## src/pin_mux_pkg.sv

```systemverilog
package pin_mux_pkg;

	// Register byte addresses on the APB bus.
	localparam logic [11:0] ADDR_PORT_A_SEL = 12'h000;
	localparam logic [11:0] ADDR_PORT_B_SEL = 12'h004;

	// Reset values and writable bits of the selection registers.
	localparam logic [7:0] PORT_A_SEL_RESET = 8'h00;
	localparam logic [7:0] PORT_B_SEL_RESET = 8'h00;
	localparam logic [7:0] PORT_A_SEL_MASK  = 8'hFF;
	localparam logic [7:0] PORT_B_SEL_MASK  = 8'hFC;

	// Field positions (least significant bit of each 2-bit field).
	localparam int LSB_A7 = 6;
	localparam int LSB_A6 = 4;
	localparam int LSB_A5 = 2;
	localparam int LSB_A4 = 0;
	localparam int LSB_B3 = 6;
	localparam int LSB_B2 = 4;
	localparam int LSB_B1 = 2;

	// Pin positions in the pin vectors.
	localparam int NUM_PINS = 7;
	localparam int IDX_B1   = 0;
	localparam int IDX_B2   = 1;
	localparam int IDX_B3   = 2;
	localparam int IDX_A4   = 3;
	localparam int IDX_A5   = 4;
	localparam int IDX_A6   = 5;
	localparam int IDX_A7   = 6;

	// Selection codes.
	localparam logic [1:0] CODE_00 = 2'h0;
	localparam logic [1:0] CODE_01 = 2'h1;
	localparam logic [1:0] CODE_10 = 2'h2;
	localparam logic [1:0] CODE_11 = 2'h3;

	// Reset levels of the pin drivers and idle chip-select level.
	localparam logic PIN_OUT_RESET  = 1'b0;
	localparam logic PIN_OE_N_RESET = 1'b1;
	localparam logic SELECT_IDLE    = 1'b1;

	// APB bus answer states.
	typedef enum logic [1:0] {
		BUS_IDLE,
		BUS_ANSWER
	} bus_state_t;

endpackage

```

## src/pin_drive.sv

```systemverilog
`timescale 1ns/100ps

module pin_drive (
	input  wire logic       core_clk,
	input  wire logic       arst_n,
	input  wire logic [1:0] code,
	input  wire logic [3:0] out_opt,
	input  wire logic [3:0] oe_n_opt,
	output logic            pin_out,
	output logic            pin_oe_n
);

	logic pin_out_q;
	logic pin_oe_n_q;

	// Picks the drive of the function that the code selects.
	always_ff @(posedge core_clk or negedge arst_n) begin
		if (!arst_n) begin
			pin_out_q  <= pin_mux_pkg::PIN_OUT_RESET;
			pin_oe_n_q <= pin_mux_pkg::PIN_OE_N_RESET;
		end else begin
			pin_out_q  <= out_opt[code];
			pin_oe_n_q <= oe_n_opt[code];
		end
	end

	assign pin_out  = pin_out_q;
	assign pin_oe_n = pin_oe_n_q;

endmodule

```

## src/port_pin_function_mux.sv

```systemverilog
`timescale 1ns/100ps


module port_pin_function_mux #(
	parameter int ADDR_W = 12
) (
	input  wire logic                  core_clk,
	input  wire logic                  arst_n,
	input  wire logic                  psel,
	input  wire logic                  penable,
	input  wire logic                  pwrite,
	input  wire logic [ADDR_W-1:0]     paddr,
	input  wire logic [31:0]           pwdata,
	output logic      [31:0]           prdata,
	output logic                       pready,
	output logic                       pslverr,
	input  wire logic [6:0]            pin_in,
	output logic      [6:0]            pin_out,
	output logic      [6:0]            pin_oe_n,
	input  wire logic [6:0]            gpio_out,
	input  wire logic [6:0]            gpio_oe_n,
	output logic      [6:0]            gpio_in,
	input  wire logic                  shared_serial_data_drive,
	input  wire logic                  shared_serial_data_drive_oe_n,
	input  wire logic                  serial_clock_out,
	input  wire logic                  serial_clock_oe_n,
	input  wire logic                  std_timer_output,
	input  wire logic                  serial_port_a_clock_out,
	input  wire logic                  serial_port_a_clock_oe_n,
	input  wire logic                  timer2_output,
	input  wire logic                  serial_port_a_select_out,
	input  wire logic                  serial_port_a_select_oe_n,
	input  wire logic                  shared_serial_data_out,
	input  wire logic                  serial_chip_select_out,
	input  wire logic                  serial_chip_select_oe_n,
	input  wire logic                  std_timer_inverted_output,
	output logic                       timer2_clock_input,
	output logic                       shared_serial_data_in,
	output logic                       std_timer_clock_input,
	output logic                       serial_port_a_data_in,
	output logic                       serial_clock_in,
	output logic                       std_timer_capture_input,
	output logic                       serial_port_a_clock_in,
	output logic                       timer2_capture_input,
	output logic                       serial_port_a_select_in,
	output logic                       crystal_osc_input,
	output logic                       serial_chip_select_in,
	output logic                       external_irq1_input
);

	////////////////////////////////////////////////////////////////////////
	// Declarations.

	logic [7:0] port_a_sel;
	logic [7:0] port_b_sel;
	logic [1:0] code_a7;
	logic [1:0] code_a6;
	logic [1:0] code_a5;
	logic [1:0] code_a4;
	logic [1:0] code_b3;
	logic [1:0] code_b2;
	logic [1:0] code_b1;

	logic [6:0] gpio_in_q;
	logic       timer2_clock_input_q;
	logic       shared_serial_data_in_q;
	logic       std_timer_clock_input_q;
	logic       serial_port_a_data_in_q;
	logic       serial_clock_in_q;
	logic       std_timer_capture_input_q;
	logic       serial_port_a_clock_in_q;
	logic       timer2_capture_input_q;
	logic       serial_port_a_select_in_q;
	logic       crystal_osc_input_q;
	logic       serial_chip_select_in_q;
	logic       external_irq1_input_q;

	// Extracts one 2-bit selection field from a register.
	function automatic logic [1:0] field(
		input logic [7:0] sel_reg,
		input int         lsb
	);
		return sel_reg[lsb +: 2];
	endfunction

	// True when the field holds either of two codes.
	function automatic logic code_is(
		input logic [1:0] code,
		input logic [1:0] first,
		input logic [1:0] second
	);
		return (code == first) || (code == second);
	endfunction

	////////////////////////////////////////////////////////////////////////
	// Register file on the APB bus.

	select_regs #(
		.ADDR_W (ADDR_W)
	) u_regs (
		.core_clk   (core_clk),
		.arst_n     (arst_n),
		.psel       (psel),
		.penable    (penable),
		.pwrite     (pwrite),
		.paddr      (paddr),
		.pwdata     (pwdata),
		.prdata     (prdata),
		.pready     (pready),
		.pslverr    (pslverr),
		.port_a_sel (port_a_sel),
		.port_b_sel (port_b_sel)
	);

	assign code_a7 = field(port_a_sel, pin_mux_pkg::LSB_A7);
	assign code_a6 = field(port_a_sel, pin_mux_pkg::LSB_A6);
	assign code_a5 = field(port_a_sel, pin_mux_pkg::LSB_A5);
	assign code_a4 = field(port_a_sel, pin_mux_pkg::LSB_A4);
	assign code_b3 = field(port_b_sel, pin_mux_pkg::LSB_B3);
	assign code_b2 = field(port_b_sel, pin_mux_pkg::LSB_B2);
	assign code_b1 = field(port_b_sel, pin_mux_pkg::LSB_B1);

	////////////////////////////////////////////////////////////////////////
	// Pin drivers. Option vectors are ordered {code 11, 10, 01, 00}.
	// Where a GPIO role shares a pin with a digital input, the GPIO
	// direction decides the drive, so software must set it to input.

	pin_drive u_a7 (
		.core_clk (core_clk),
		.arst_n   (arst_n),
		.code     (code_a7),
		.out_opt  ({shared_serial_data_drive,
			{3{gpio_out[pin_mux_pkg::IDX_A7]}}}),
		.oe_n_opt ({shared_serial_data_drive_oe_n,
			{3{gpio_oe_n[pin_mux_pkg::IDX_A7]}}}),
		.pin_out  (pin_out[pin_mux_pkg::IDX_A7]),
		.pin_oe_n (pin_oe_n[pin_mux_pkg::IDX_A7])
	);

	pin_drive u_a6 (
		.core_clk (core_clk),
		.arst_n   (arst_n),
		.code     (code_a6),
		.out_opt  ({gpio_out[pin_mux_pkg::IDX_A6], serial_clock_out,
			1'b0, gpio_out[pin_mux_pkg::IDX_A6]}),
		.oe_n_opt ({gpio_oe_n[pin_mux_pkg::IDX_A6], serial_clock_oe_n,
			1'b1, gpio_oe_n[pin_mux_pkg::IDX_A6]}),
		.pin_out  (pin_out[pin_mux_pkg::IDX_A6]),
		.pin_oe_n (pin_oe_n[pin_mux_pkg::IDX_A6])
	);

	pin_drive u_a5 (
		.core_clk (core_clk),
		.arst_n   (arst_n),
		.code     (code_a5),
		.out_opt  ({gpio_out[pin_mux_pkg::IDX_A5],
			serial_port_a_clock_out, std_timer_output,
			gpio_out[pin_mux_pkg::IDX_A5]}),
		.oe_n_opt ({gpio_oe_n[pin_mux_pkg::IDX_A5],
			serial_port_a_clock_oe_n, 1'b0,
			gpio_oe_n[pin_mux_pkg::IDX_A5]}),
		.pin_out  (pin_out[pin_mux_pkg::IDX_A5]),
		.pin_oe_n (pin_oe_n[pin_mux_pkg::IDX_A5])
	);

	pin_drive u_a4 (
		.core_clk (core_clk),
		.arst_n   (arst_n),
		.code     (code_a4),
		.out_opt  ({1'b0, serial_port_a_select_out, timer2_output,
			gpio_out[pin_mux_pkg::IDX_A4]}),
		.oe_n_opt ({1'b1, serial_port_a_select_oe_n, 1'b0,
			gpio_oe_n[pin_mux_pkg::IDX_A4]}),
		.pin_out  (pin_out[pin_mux_pkg::IDX_A4]),
		.pin_oe_n (pin_oe_n[pin_mux_pkg::IDX_A4])
	);

	pin_drive u_b3 (
		.core_clk (core_clk),
		.arst_n   (arst_n),
		.code     (code_b3),
		.out_opt  ({shared_serial_data_out, 1'b0,
			{2{gpio_out[pin_mux_pkg::IDX_B3]}}}),
		.oe_n_opt ({1'b0, 1'b1,
			{2{gpio_oe_n[pin_mux_pkg::IDX_B3]}}}),
		.pin_out  (pin_out[pin_mux_pkg::IDX_B3]),
		.pin_oe_n (pin_oe_n[pin_mux_pkg::IDX_B3])
	);

	pin_drive u_b2 (
		.core_clk (core_clk),
		.arst_n   (arst_n),
		.code     (code_b2),
		.out_opt  ({serial_port_a_clock_out, serial_chip_select_out,
			{2{gpio_out[pin_mux_pkg::IDX_B2]}}}),
		.oe_n_opt ({serial_port_a_clock_oe_n, serial_chip_select_oe_n,
			{2{gpio_oe_n[pin_mux_pkg::IDX_B2]}}}),
		.pin_out  (pin_out[pin_mux_pkg::IDX_B2]),
		.pin_oe_n (pin_oe_n[pin_mux_pkg::IDX_B2])
	);

	pin_drive u_b1 (
		.core_clk (core_clk),
		.arst_n   (arst_n),
		.code     (code_b1),
		.out_opt  ({gpio_out[pin_mux_pkg::IDX_B1],
			std_timer_inverted_output,
			{2{gpio_out[pin_mux_pkg::IDX_B1]}}}),
		.oe_n_opt ({gpio_oe_n[pin_mux_pkg::IDX_B1], 1'b0,
			{2{gpio_oe_n[pin_mux_pkg::IDX_B1]}}}),
		.pin_out  (pin_out[pin_mux_pkg::IDX_B1]),
		.pin_oe_n (pin_oe_n[pin_mux_pkg::IDX_B1])
	);

	////////////////////////////////////////////////////////////////////////
	// Port A input routing to the peripherals. A deselected input reads
	// its idle level so a peripheral sees no edges from a foreign pin.

	always_ff @(posedge core_clk or negedge arst_n) begin
		if (!arst_n) begin
			timer2_clock_input_q    <= 1'b0;
			shared_serial_data_in_q <= 1'b0;
			std_timer_clock_input_q <= 1'b0;
			serial_clock_in_q       <= 1'b0;
		end else begin
			timer2_clock_input_q <= (code_a7 != pin_mux_pkg::CODE_11) &&
				pin_in[pin_mux_pkg::IDX_A7];
			shared_serial_data_in_q <= (code_a7 == pin_mux_pkg::CODE_11) &&
				pin_in[pin_mux_pkg::IDX_A7];
			std_timer_clock_input_q <= code_is(code_a6,
				pin_mux_pkg::CODE_00, pin_mux_pkg::CODE_11) &&
				pin_in[pin_mux_pkg::IDX_A6];
			serial_clock_in_q <= (code_a6 == pin_mux_pkg::CODE_10) &&
				pin_in[pin_mux_pkg::IDX_A6];
		end
	end

	always_ff @(posedge core_clk or negedge arst_n) begin
		if (!arst_n) begin
			std_timer_capture_input_q <= 1'b0;
			timer2_capture_input_q    <= 1'b0;
			serial_port_a_select_in_q <= pin_mux_pkg::SELECT_IDLE;
			crystal_osc_input_q       <= 1'b0;
		end else begin
			std_timer_capture_input_q <= code_is(code_a5,
				pin_mux_pkg::CODE_00, pin_mux_pkg::CODE_11) &&
				pin_in[pin_mux_pkg::IDX_A5];
			timer2_capture_input_q <= (code_a4 == pin_mux_pkg::CODE_00) &&
				pin_in[pin_mux_pkg::IDX_A4];
			serial_port_a_select_in_q <=
				(code_a4 == pin_mux_pkg::CODE_10) ?
				pin_in[pin_mux_pkg::IDX_A4] :
				pin_mux_pkg::SELECT_IDLE;
			crystal_osc_input_q <= (code_a4 == pin_mux_pkg::CODE_11) &&
				pin_in[pin_mux_pkg::IDX_A4];
		end
	end

	////////////////////////////////////////////////////////////////////////
	// Inputs that two pins can feed; the port A pin takes precedence.

	always_ff @(posedge core_clk or negedge arst_n) begin
		if (!arst_n) begin
			serial_port_a_data_in_q  <= 1'b0;
			serial_port_a_clock_in_q <= 1'b0;
		end else begin
			if (code_a6 == pin_mux_pkg::CODE_01) begin
				serial_port_a_data_in_q <= pin_in[pin_mux_pkg::IDX_A6];
			end else if (code_b3 == pin_mux_pkg::CODE_10) begin
				serial_port_a_data_in_q <= pin_in[pin_mux_pkg::IDX_B3];
			end else begin
				serial_port_a_data_in_q <= 1'b0;
			end
			if (code_a5 == pin_mux_pkg::CODE_10) begin
				serial_port_a_clock_in_q <= pin_in[pin_mux_pkg::IDX_A5];
			end else if (code_b2 == pin_mux_pkg::CODE_11) begin
				serial_port_a_clock_in_q <= pin_in[pin_mux_pkg::IDX_B2];
			end else begin
				serial_port_a_clock_in_q <= 1'b0;
			end
		end
	end

	////////////////////////////////////////////////////////////////////////
	// Port B input routing and GPIO input readback.

	always_ff @(posedge core_clk or negedge arst_n) begin
		if (!arst_n) begin
			serial_chip_select_in_q <= pin_mux_pkg::SELECT_IDLE;
			external_irq1_input_q   <= 1'b0;
			gpio_in_q               <= 7'h00;
		end else begin
			serial_chip_select_in_q <=
				(code_b2 == pin_mux_pkg::CODE_10) ?
				pin_in[pin_mux_pkg::IDX_B2] :
				pin_mux_pkg::SELECT_IDLE;
			external_irq1_input_q <= (code_b1 != pin_mux_pkg::CODE_10) &&
				pin_in[pin_mux_pkg::IDX_B1];
			gpio_in_q <= pin_in;
		end
	end

	////////////////////////////////////////////////////////////////////////
	// Outputs.

	assign gpio_in                 = gpio_in_q;
	assign timer2_clock_input      = timer2_clock_input_q;
	assign shared_serial_data_in   = shared_serial_data_in_q;
	assign std_timer_clock_input   = std_timer_clock_input_q;
	assign serial_port_a_data_in   = serial_port_a_data_in_q;
	assign serial_clock_in         = serial_clock_in_q;
	assign std_timer_capture_input = std_timer_capture_input_q;
	assign serial_port_a_clock_in  = serial_port_a_clock_in_q;
	assign timer2_capture_input    = timer2_capture_input_q;
	assign serial_port_a_select_in = serial_port_a_select_in_q;
	assign crystal_osc_input       = crystal_osc_input_q;
	assign serial_chip_select_in   = serial_chip_select_in_q;
	assign external_irq1_input     = external_irq1_input_q;

endmodule

```

## src/select_regs.sv

```systemverilog
`timescale 1ns/100ps

module select_regs #(
	parameter int ADDR_W = 12
) (
	input  wire logic              core_clk,
	input  wire logic              arst_n,
	input  wire logic              psel,
	input  wire logic              penable,
	input  wire logic              pwrite,
	input  wire logic [ADDR_W-1:0] paddr,
	input  wire logic [31:0]       pwdata,
	output logic      [31:0]       prdata,
	output logic                   pready,
	output logic                   pslverr,
	output logic      [7:0]        port_a_sel,
	output logic      [7:0]        port_b_sel
);

	pin_mux_pkg::bus_state_t state_q;
	logic [31:0]             prdata_q;
	logic                    pready_q;
	logic                    pslverr_q;
	logic [7:0]              port_a_sel_q;
	logic [7:0]              port_b_sel_q;
	logic                    hit_a;
	logic                    hit_b;
	logic                    done;

	assign hit_a = paddr == ADDR_W'(pin_mux_pkg::ADDR_PORT_A_SEL);
	assign hit_b = paddr == ADDR_W'(pin_mux_pkg::ADDR_PORT_B_SEL);
	assign done  = psel && penable && pready_q;

	////////////////////////////////////////////////////////////////////////
	// Each access phase gets one wait state; the answer is registered.
	always_ff @(posedge core_clk or negedge arst_n) begin
		if (!arst_n) begin
			state_q   <= pin_mux_pkg::BUS_IDLE;
			pready_q  <= 1'b0;
			pslverr_q <= 1'b0;
			prdata_q  <= 32'h00000000;
		end else begin
			case (state_q)
				pin_mux_pkg::BUS_IDLE: begin
					if (psel && penable) begin
						state_q   <= pin_mux_pkg::BUS_ANSWER;
						pready_q  <= 1'b1;
						pslverr_q <= !(hit_a || hit_b);
						prdata_q  <= 32'h00000000;
						if (!pwrite && hit_a) begin
							prdata_q[7:0] <= port_a_sel_q;
						end
						if (!pwrite && hit_b) begin
							prdata_q[7:0] <= port_b_sel_q;
						end
					end
				end
				pin_mux_pkg::BUS_ANSWER: begin
					state_q   <= pin_mux_pkg::BUS_IDLE;
					pready_q  <= 1'b0;
					pslverr_q <= 1'b0;
					prdata_q  <= 32'h00000000;
				end
				default: begin
					state_q  <= pin_mux_pkg::BUS_IDLE;
					pready_q <= 1'b0;
				end
			endcase
		end
	end

	////////////////////////////////////////////////////////////////////////
	// Selection registers; unimplemented port B bits stay zero.
	always_ff @(posedge core_clk or negedge arst_n) begin
		if (!arst_n) begin
			port_a_sel_q <= pin_mux_pkg::PORT_A_SEL_RESET;
			port_b_sel_q <= pin_mux_pkg::PORT_B_SEL_RESET;
		end else if (done && pwrite) begin
			if (hit_a) begin
				port_a_sel_q <= pwdata[7:0] & pin_mux_pkg::PORT_A_SEL_MASK;
			end
			if (hit_b) begin
				port_b_sel_q <= pwdata[7:0] & pin_mux_pkg::PORT_B_SEL_MASK;
			end
		end
	end

	assign prdata     = prdata_q;
	assign pready     = pready_q;
	assign pslverr    = pslverr_q;
	assign port_a_sel = port_a_sel_q;
	assign port_b_sel = port_b_sel_q;

endmodule

```

## config.mk

```make
export PLATFORM = sky130hd
export DESIGN_NAME = port_pin_function_mux
export DESIGN_NICKNAME = d
export VERILOG_FILES = /design/src/pin_mux_pkg.sv /design/src/pin_drive.sv /design/src/port_pin_function_mux.sv /design/src/select_regs.sv
export SDC_FILE = /design/constraint.sdc
export NUM_CORES = 1
export LEC_CHECK = 0
export ABC_CLOCK_PERIOD_IN_PS = 2250
export BUFFER_PORTS_ARGS = -buffer_cell sky130_fd_sc_hd__buf_2
export CAP_MARGIN = 5
export CORE_AREA = 2 2 80 82
export DETAILED_ROUTE_END_ITERATION = 8
export DIE_AREA = 0 0 82 84
export PLACE_DENSITY = 0.87
export SKIP_LAST_GASP = 1
export SLEW_MARGIN = 30
export SYNTH_ARGS = -nofsm -noshare
export SYNTH_HDL_FRONTEND = slang
export SYNTH_SLANG_ARGS = --single-unit
```

## constraint.sdc

```tcl
create_clock -name core_clk -period 2.25 [get_ports core_clk]
set_clock_uncertainty 0.2 [all_clocks]
set_input_delay 0.225 -clock core_clk [delete_from_list [all_inputs] [get_ports core_clk]]
set_output_delay 0.225 -clock core_clk [all_outputs]
set_load 0.01 [all_outputs]
```

[Word level (Yosys, flattened, before mapping)]
Cells that the tools add are included.
Storage, ports and cells
  flip-flop bits (word level): 83
  word-level logic and storage cells: 127
Cells by class
  magnitude comparators: 7
  equal/unequal tests: 16
  mux-type cells: 44
  reductions and logical operators: 27
Operators with widths (count)
  $pmux W32 S2: 1
  $mux W32: 1
  $bmux W1 S2: 14
  $mux W1: 23
  $lt A2 B3 Y1 const B: 7
  $eq A2 B2 Y1 const B: 10
  $mux W8: 2
  $logic_and A1 B1 Y1: 13
  $eq A12 B3 Y1 const B: 1
  $logic_not A12 Y1: 1
  $logic_not A2 Y1: 4
  $reduce_and A2 Y1: 3
  $eq A2 B1 Y1 const B: 2
  $mux W2: 2
  $ne A2 B2 Y1 const B: 2
  $logic_or A1 B1 Y1: 3
  $logic_not A1 Y1: 2
  $ne A2 B1 Y1 const B: 1
  $pmux W1 S2: 1
  $reduce_bool A2 Y1: 1

[Logic depth before layout (Yosys ltp)]
  word-level depth: 6
  gate-level depth with buffers: 5
  depth with buffers taken out: 4

[Cells and area by module]
From an unflattened synthesis, not the netlist that was laid out.
Unflattened totals
  cells, all modules: 177
  area total of the unflattened synthesis: 2646.3 µm²
By module, submodules not included
  select_regs: instances 1, cells each 104, area each 1282.5 µm², sequential area each 600.6 µm²
  pin_drive: instances 7, cells each 4, area each 103.8 µm², sequential area each 51.3 µm²
  port_pin_function_mux: instances 1, cells each 45, area each 636.9 µm², sequential area each 478.0 µm²

[Least setup slack after synthesis]
OpenSTA, ideal clock, no wires.
  path kind: register -> register
  start point: register u_regs.pready_q (netlist: u_regs.pready)
  end point: register u_regs.port_a_sel_q[0] (netlist: u_regs.port_a_sel[0])
  setup time: 0.125 ns
  arrival: 1.381 ns
  data required time: 1.925 ns
  slack: 0.544 ns
  stages on the path, launching flop included: 5
  path buffers: 0
  clock period less this slack: 1.706 ns
  cells stage by stage: dfrtp_1 -> and4_1 -> nand4_2 -> nor2_4 -> mux2_2
On the way
  longest elaborated chain between the ends: 3
RTL lines
  from (decl): line select_regs.sv:22  | logic pready_q;
  from (signal assigned): line select_regs.sv:39  | pready_q <= 1'b0;
  from (signal assigned): line select_regs.sv:47  | pready_q <= 1'b1;
  from (signal assigned): line select_regs.sv:60  | pready_q <= 1'b0;
  $logic_and A1 B1 Y1: line select_regs.sv:32  | assign done = psel && penable && pready_q;
  $logic_and A1 B1 Y1: line select_regs.sv:78  | end else if (done && pwrite) begin
  $reduce_and A2 Y1 (no source line)
  to (signal assigned): line select_regs.sv:76  | port_a_sel_q <= pin_mux_pkg::PORT_A_SEL_RESET;
  to (signal assigned): line select_regs.sv:80  | port_a_sel_q <= pwdata[7:0] & pin_mux_pkg::PORT_A_SEL_MASK;
  to (decl): line select_regs.sv:24  | logic [7:0] port_a_sel_q;
No other way between the ends.
A chain may end at the register's enable or synchronous reset.

[Final worst setup path]
  start point: input penable
  end point: register u_regs.port_a_sel_q[4] (netlist: u_regs.port_a_sel[4])
On the way
  longest elaborated chain between the ends: 4
RTL lines
  from (decl): line port_pin_function_mux.sv:10  | input wire logic penable,
  $logic_and A1 B1 Y1 (2 in a row): line select_regs.sv:32
  $logic_and A1 B1 Y1: line select_regs.sv:78
  $reduce_and A2 Y1 (no source line)
No other way between the ends.

==> results.tsv <==
stage	metric	value	unit
critical_path	crit_type	in2reg	
clock_network	clk_pin_slew_worst_paths	60	ps
clock_network	clockBufferDepth	2	
flow_run	cap_violations	0	
worst_hold_path	hp-start	serial_clock_out	
clock_network	numCtsBuffers	9	
yosys	ys_types	32	
sta	timing.fmax	510	MHz
critical_path	r2r-start	u_regs.pready	
yosys	synth.cell_area	0.00259	mm²
sta	final.min_clock_period	1960	ps
cells_and_area	fillCellCount	499	
yosys	syn_area_per_cell	12.1	µm²
sta	rsz0062_at_grt	false	
critical_path	cp.arrival	1970	ps
sta	hold_violations	0	
critical_path	cp-end-kind	flip-flop	
critical_path	rr_endpoint	u_regs.port_a_sel[4]	
drt	ant_nets	0	
power	power.leakage	0.00182	µW
status	status	completed	
floorplan	die_w	82	µm
power	switching_share	21.0	%
cells_and_area	area_growth	40.1	%
floorplan	rows	29	
global_routing	grt-ovfl-total	0	
drt	via_count	1936	
global_routing	grt_antenna_before_repair	0	
clock_network	post_cts_buffers	0	
power	vdd_ir_drop_max	545	µV
sta	drv_slew	0	
yosys	synthCells	214	
sta	period_share	87.1	%
critical_path	startpoint_type	input pin	
global_routing	grt_pass1_vias	1955	
floorplan	coreArea	0.00610	mm²
sta	relSlewSlack	61.4	%
placement	post-dp-hpwl	3.91	mm
placement	gpl.final_weighted_congestion	0.727	
critical_path	slowest_stage	dlygate4sd3_1	
floorplan	initial_core_util	42.4	%
sta	fin_ws	290	ps
clock_network	cts_sinks	57	
cells_and_area	diodes	0	
yosys	synth_area_leader_cell	dfrtp_1	
cells_and_area	drive_gt1_share	43.5	%
cells_and_area	nets	434	
clock_network	insertion_delay	320	ps
yosys	ys_ff_latch	57	
yosys	synth_warnings	0	
global_routing	grt_pass1_wl	8.91	mm
floorplan	die-height	84	µm
clock_network	tritoncts	done	
power	intPower	1940	µW
critical_path	cpPeakStageDelay	520	ps
critical_path	cp.depth	6	
critical_path	critPathBufInv	2	
yosys	synthTopCellsByArea	dfrtp_1 46%, buf_4 11%, dfstp_2 9.1%	
yosys	synth_top_area_share	46.4	%
drt	drc	0	
clock_network	htree_levels	3	
sta	setup_viol	0	
drt	vias_per_cell	4.51	
critical_path	r2r_slack	400	ps
yosys	ys_seq_area_share	55.6	%
floorplan	dieArea	0.00689	mm²
worst_hold_path	hp-class	in2reg	
placement	portBuffers	102	
drt	firstDrtPassIters	4	
critical_path	cp_max_fo	8	
critical_path	cp_cell_sequence	dlygate4sd3_1 -> buf_2 -> and4_1 -> nand4_2 -> nor2_4 -> mux2_2	
placement	placed_area	0.00299	mm²
placement	post-place-ws	286	ps
floorplan	top_level_ports	151	
power	p_seq_share	43.3	%
sta	setup_tns	0	ps
power	p_switching	516	µW
power	clockPowerShare	46.9	%
drt	routedWlPerCell	13.3	µm
sta	tightest_slew	579	ps
global_routing	grt_max_degree	28	
worst_hold_path	holdPathStages	3	
power	pwr-share-comb	9.7	%
clock_network	root_buffer	clkbuf_8	
power	power_density	678	mW/mm²
critical_path	cpLargestDelayFamily	simple AND/OR/NAND/NOR gates	
cells_and_area	stdcell_area	0.00362	mm²
critical_path	r2r_cells	4	
critical_path	critical_path_required	2260	ps
drt	wirelength	5.69	mm
drt	drtIter0Drc	86	
global_routing	grt_use_total	17.7	%
worst_hold_path	min_to	u_a6.pin_out	
==> power groups by stage <==
stage / Combinational (µW) / Sequential, µW / Clock, µW
after floorplan: 109 / 1090 / 0
after global placement: 181 / 1080 / 0
after detailed placement: 187 / 1080 / 0
after CTS: 239 / 1060 / 1180
after global routing: 265 / 1070 / 1220
final: 240 / 1070 / 1150
==> logic make-up after synthesis <==
| group | synth area share, % |
|---|---|
| other | 0.145 |
| and+or+nand+nor | 12.2 |
| muxes | 12.9 |
| AOI/OAI and AO/OA | 4.93 |
| adders and majority gates | 1.45 |
| buffers and inverters | 12.8 |
| DFF | 55.6 |
==> through the flow <==
stage / total power (µW) / utilization (%) / hold slack, ps / std cells
2_1_floorplan: 1200 / - / -271 / 237
3_3_place_gp: 1260 / 49.1 / 50.8 / 374
3_5_place_dp: 1270 / 49.1 / 55.6 / 374
4_1_cts: 2480 / 59.5 / 4.49 / 429
5_1_grt: 2550 / 59.5 / 44.3 / 429
6_report: 2460 / 59.5 / 17.5 / 429
==> layer usage <==
metal	global-route usage, %	vias up	share of wire, %	wire, µm
li1	-	928	-	-
met1	19.3	924	38	2180
met2	30.3	74	53	3020
met3	4.00	10	6.1	348
met4	10.6	0	2.5	143
met5	0	-	0	0
==> registers in the layout, indices dropped and copies added, names as in the netlist, 6 cells and up <==
register and count:
gpio_in 7, u_regs.port_a_sel 8, u_regs.port_b_sel 6, u_regs.prdata 8
==> placed cells by master, fill, tap and decap left out, drive strengths merged, types with 2 or more instances in the layout <==
| cell type | count |
|---|---|
| nand2 | 15 |
| a22o | 4 |
| inv | 5 |
| ha | 3 |
| nand3b | 2 |
| clkbuf | 11 |
| dlygate4sd3 | 39 |
| a21oi | 5 |
| mux2 | 18 |
| conb | 24 |
| dfrtp | 48 |
| o21ai | 12 |
| nand4 | 3 |
| dfstp | 9 |
| nor2 | 9 |
| nand3 | 3 |
| mux2i | 13 |
| nor4 | 2 |
| and2 | 7 |
| bufinv | 3 |
| and3 | 2 |
| buf | 105 |
| nor3 | 2 |
==> worst max-delay path by stage <==
stage                     slack [ps]              endpoint           from
after detailed placement         290  u_regs.port_a_sel[4]       paddr[9]
final                            290  u_regs.port_a_sel[4]        penable
after CTS                        300  u_regs.port_a_sel[4]        penable
after floorplan                  540  u_regs.port_a_sel[0]  u_regs.pready
after global placement           330  u_regs.port_a_sel[6]       paddr[9]
after global routing             240  u_regs.port_a_sel[4]        penable
==> layout make-up <==
type	instances	area, µm²	share of cell area [%]
clock buffers	11	141	3.90
clock inverters	5	103	2.83
inverters	5	18.8	0.518
multi-input cells	130	905	25.0
flip-flops and latches	57	1440	39.7
well taps	77	96.3	2.66
repair buffers	144	923	25.5
==> synth_stat cells <==
master    number
nand4_2        1
and4_1         1
o21ai_0       12
nand4_1        1
nor2_1         8
and3_1         2
nor3_1         2
and2_2         1
a22o_1         4
a21oi_1        5
dfrtp_1       48
dfstp_2        9
a211oi_1       1
mux2i_1       13
nor2_4         1
clkbuf_1       6
nor2b_1        1
buf_2          1
nand3_1        3
buf_4         38
nor4bb_1       1
inv_1          5
nand3b_1       2
nand2b_1       1
mux2_2        18
conb_1         1
nor4_4         2
nand4_4        1
nand2_1       15
nor3b_1        1
ha_1           3
and2_1         6
==> repair_timing <==
action | 4_1_cts | 5_1_grt
hold buffers | 39 | 0
gates resized for setup | 0 | 0
endpoints found under the hold margin | 69 | 0
==> worst reg2reg max path, cell delays in order, from the launching register on <==
cell and delay (ps):
dfrtp_1 410, and4_1 300, nand4_2 150, nor2_4 290, mux2_2 380
(Power assumes the default switching activity.)
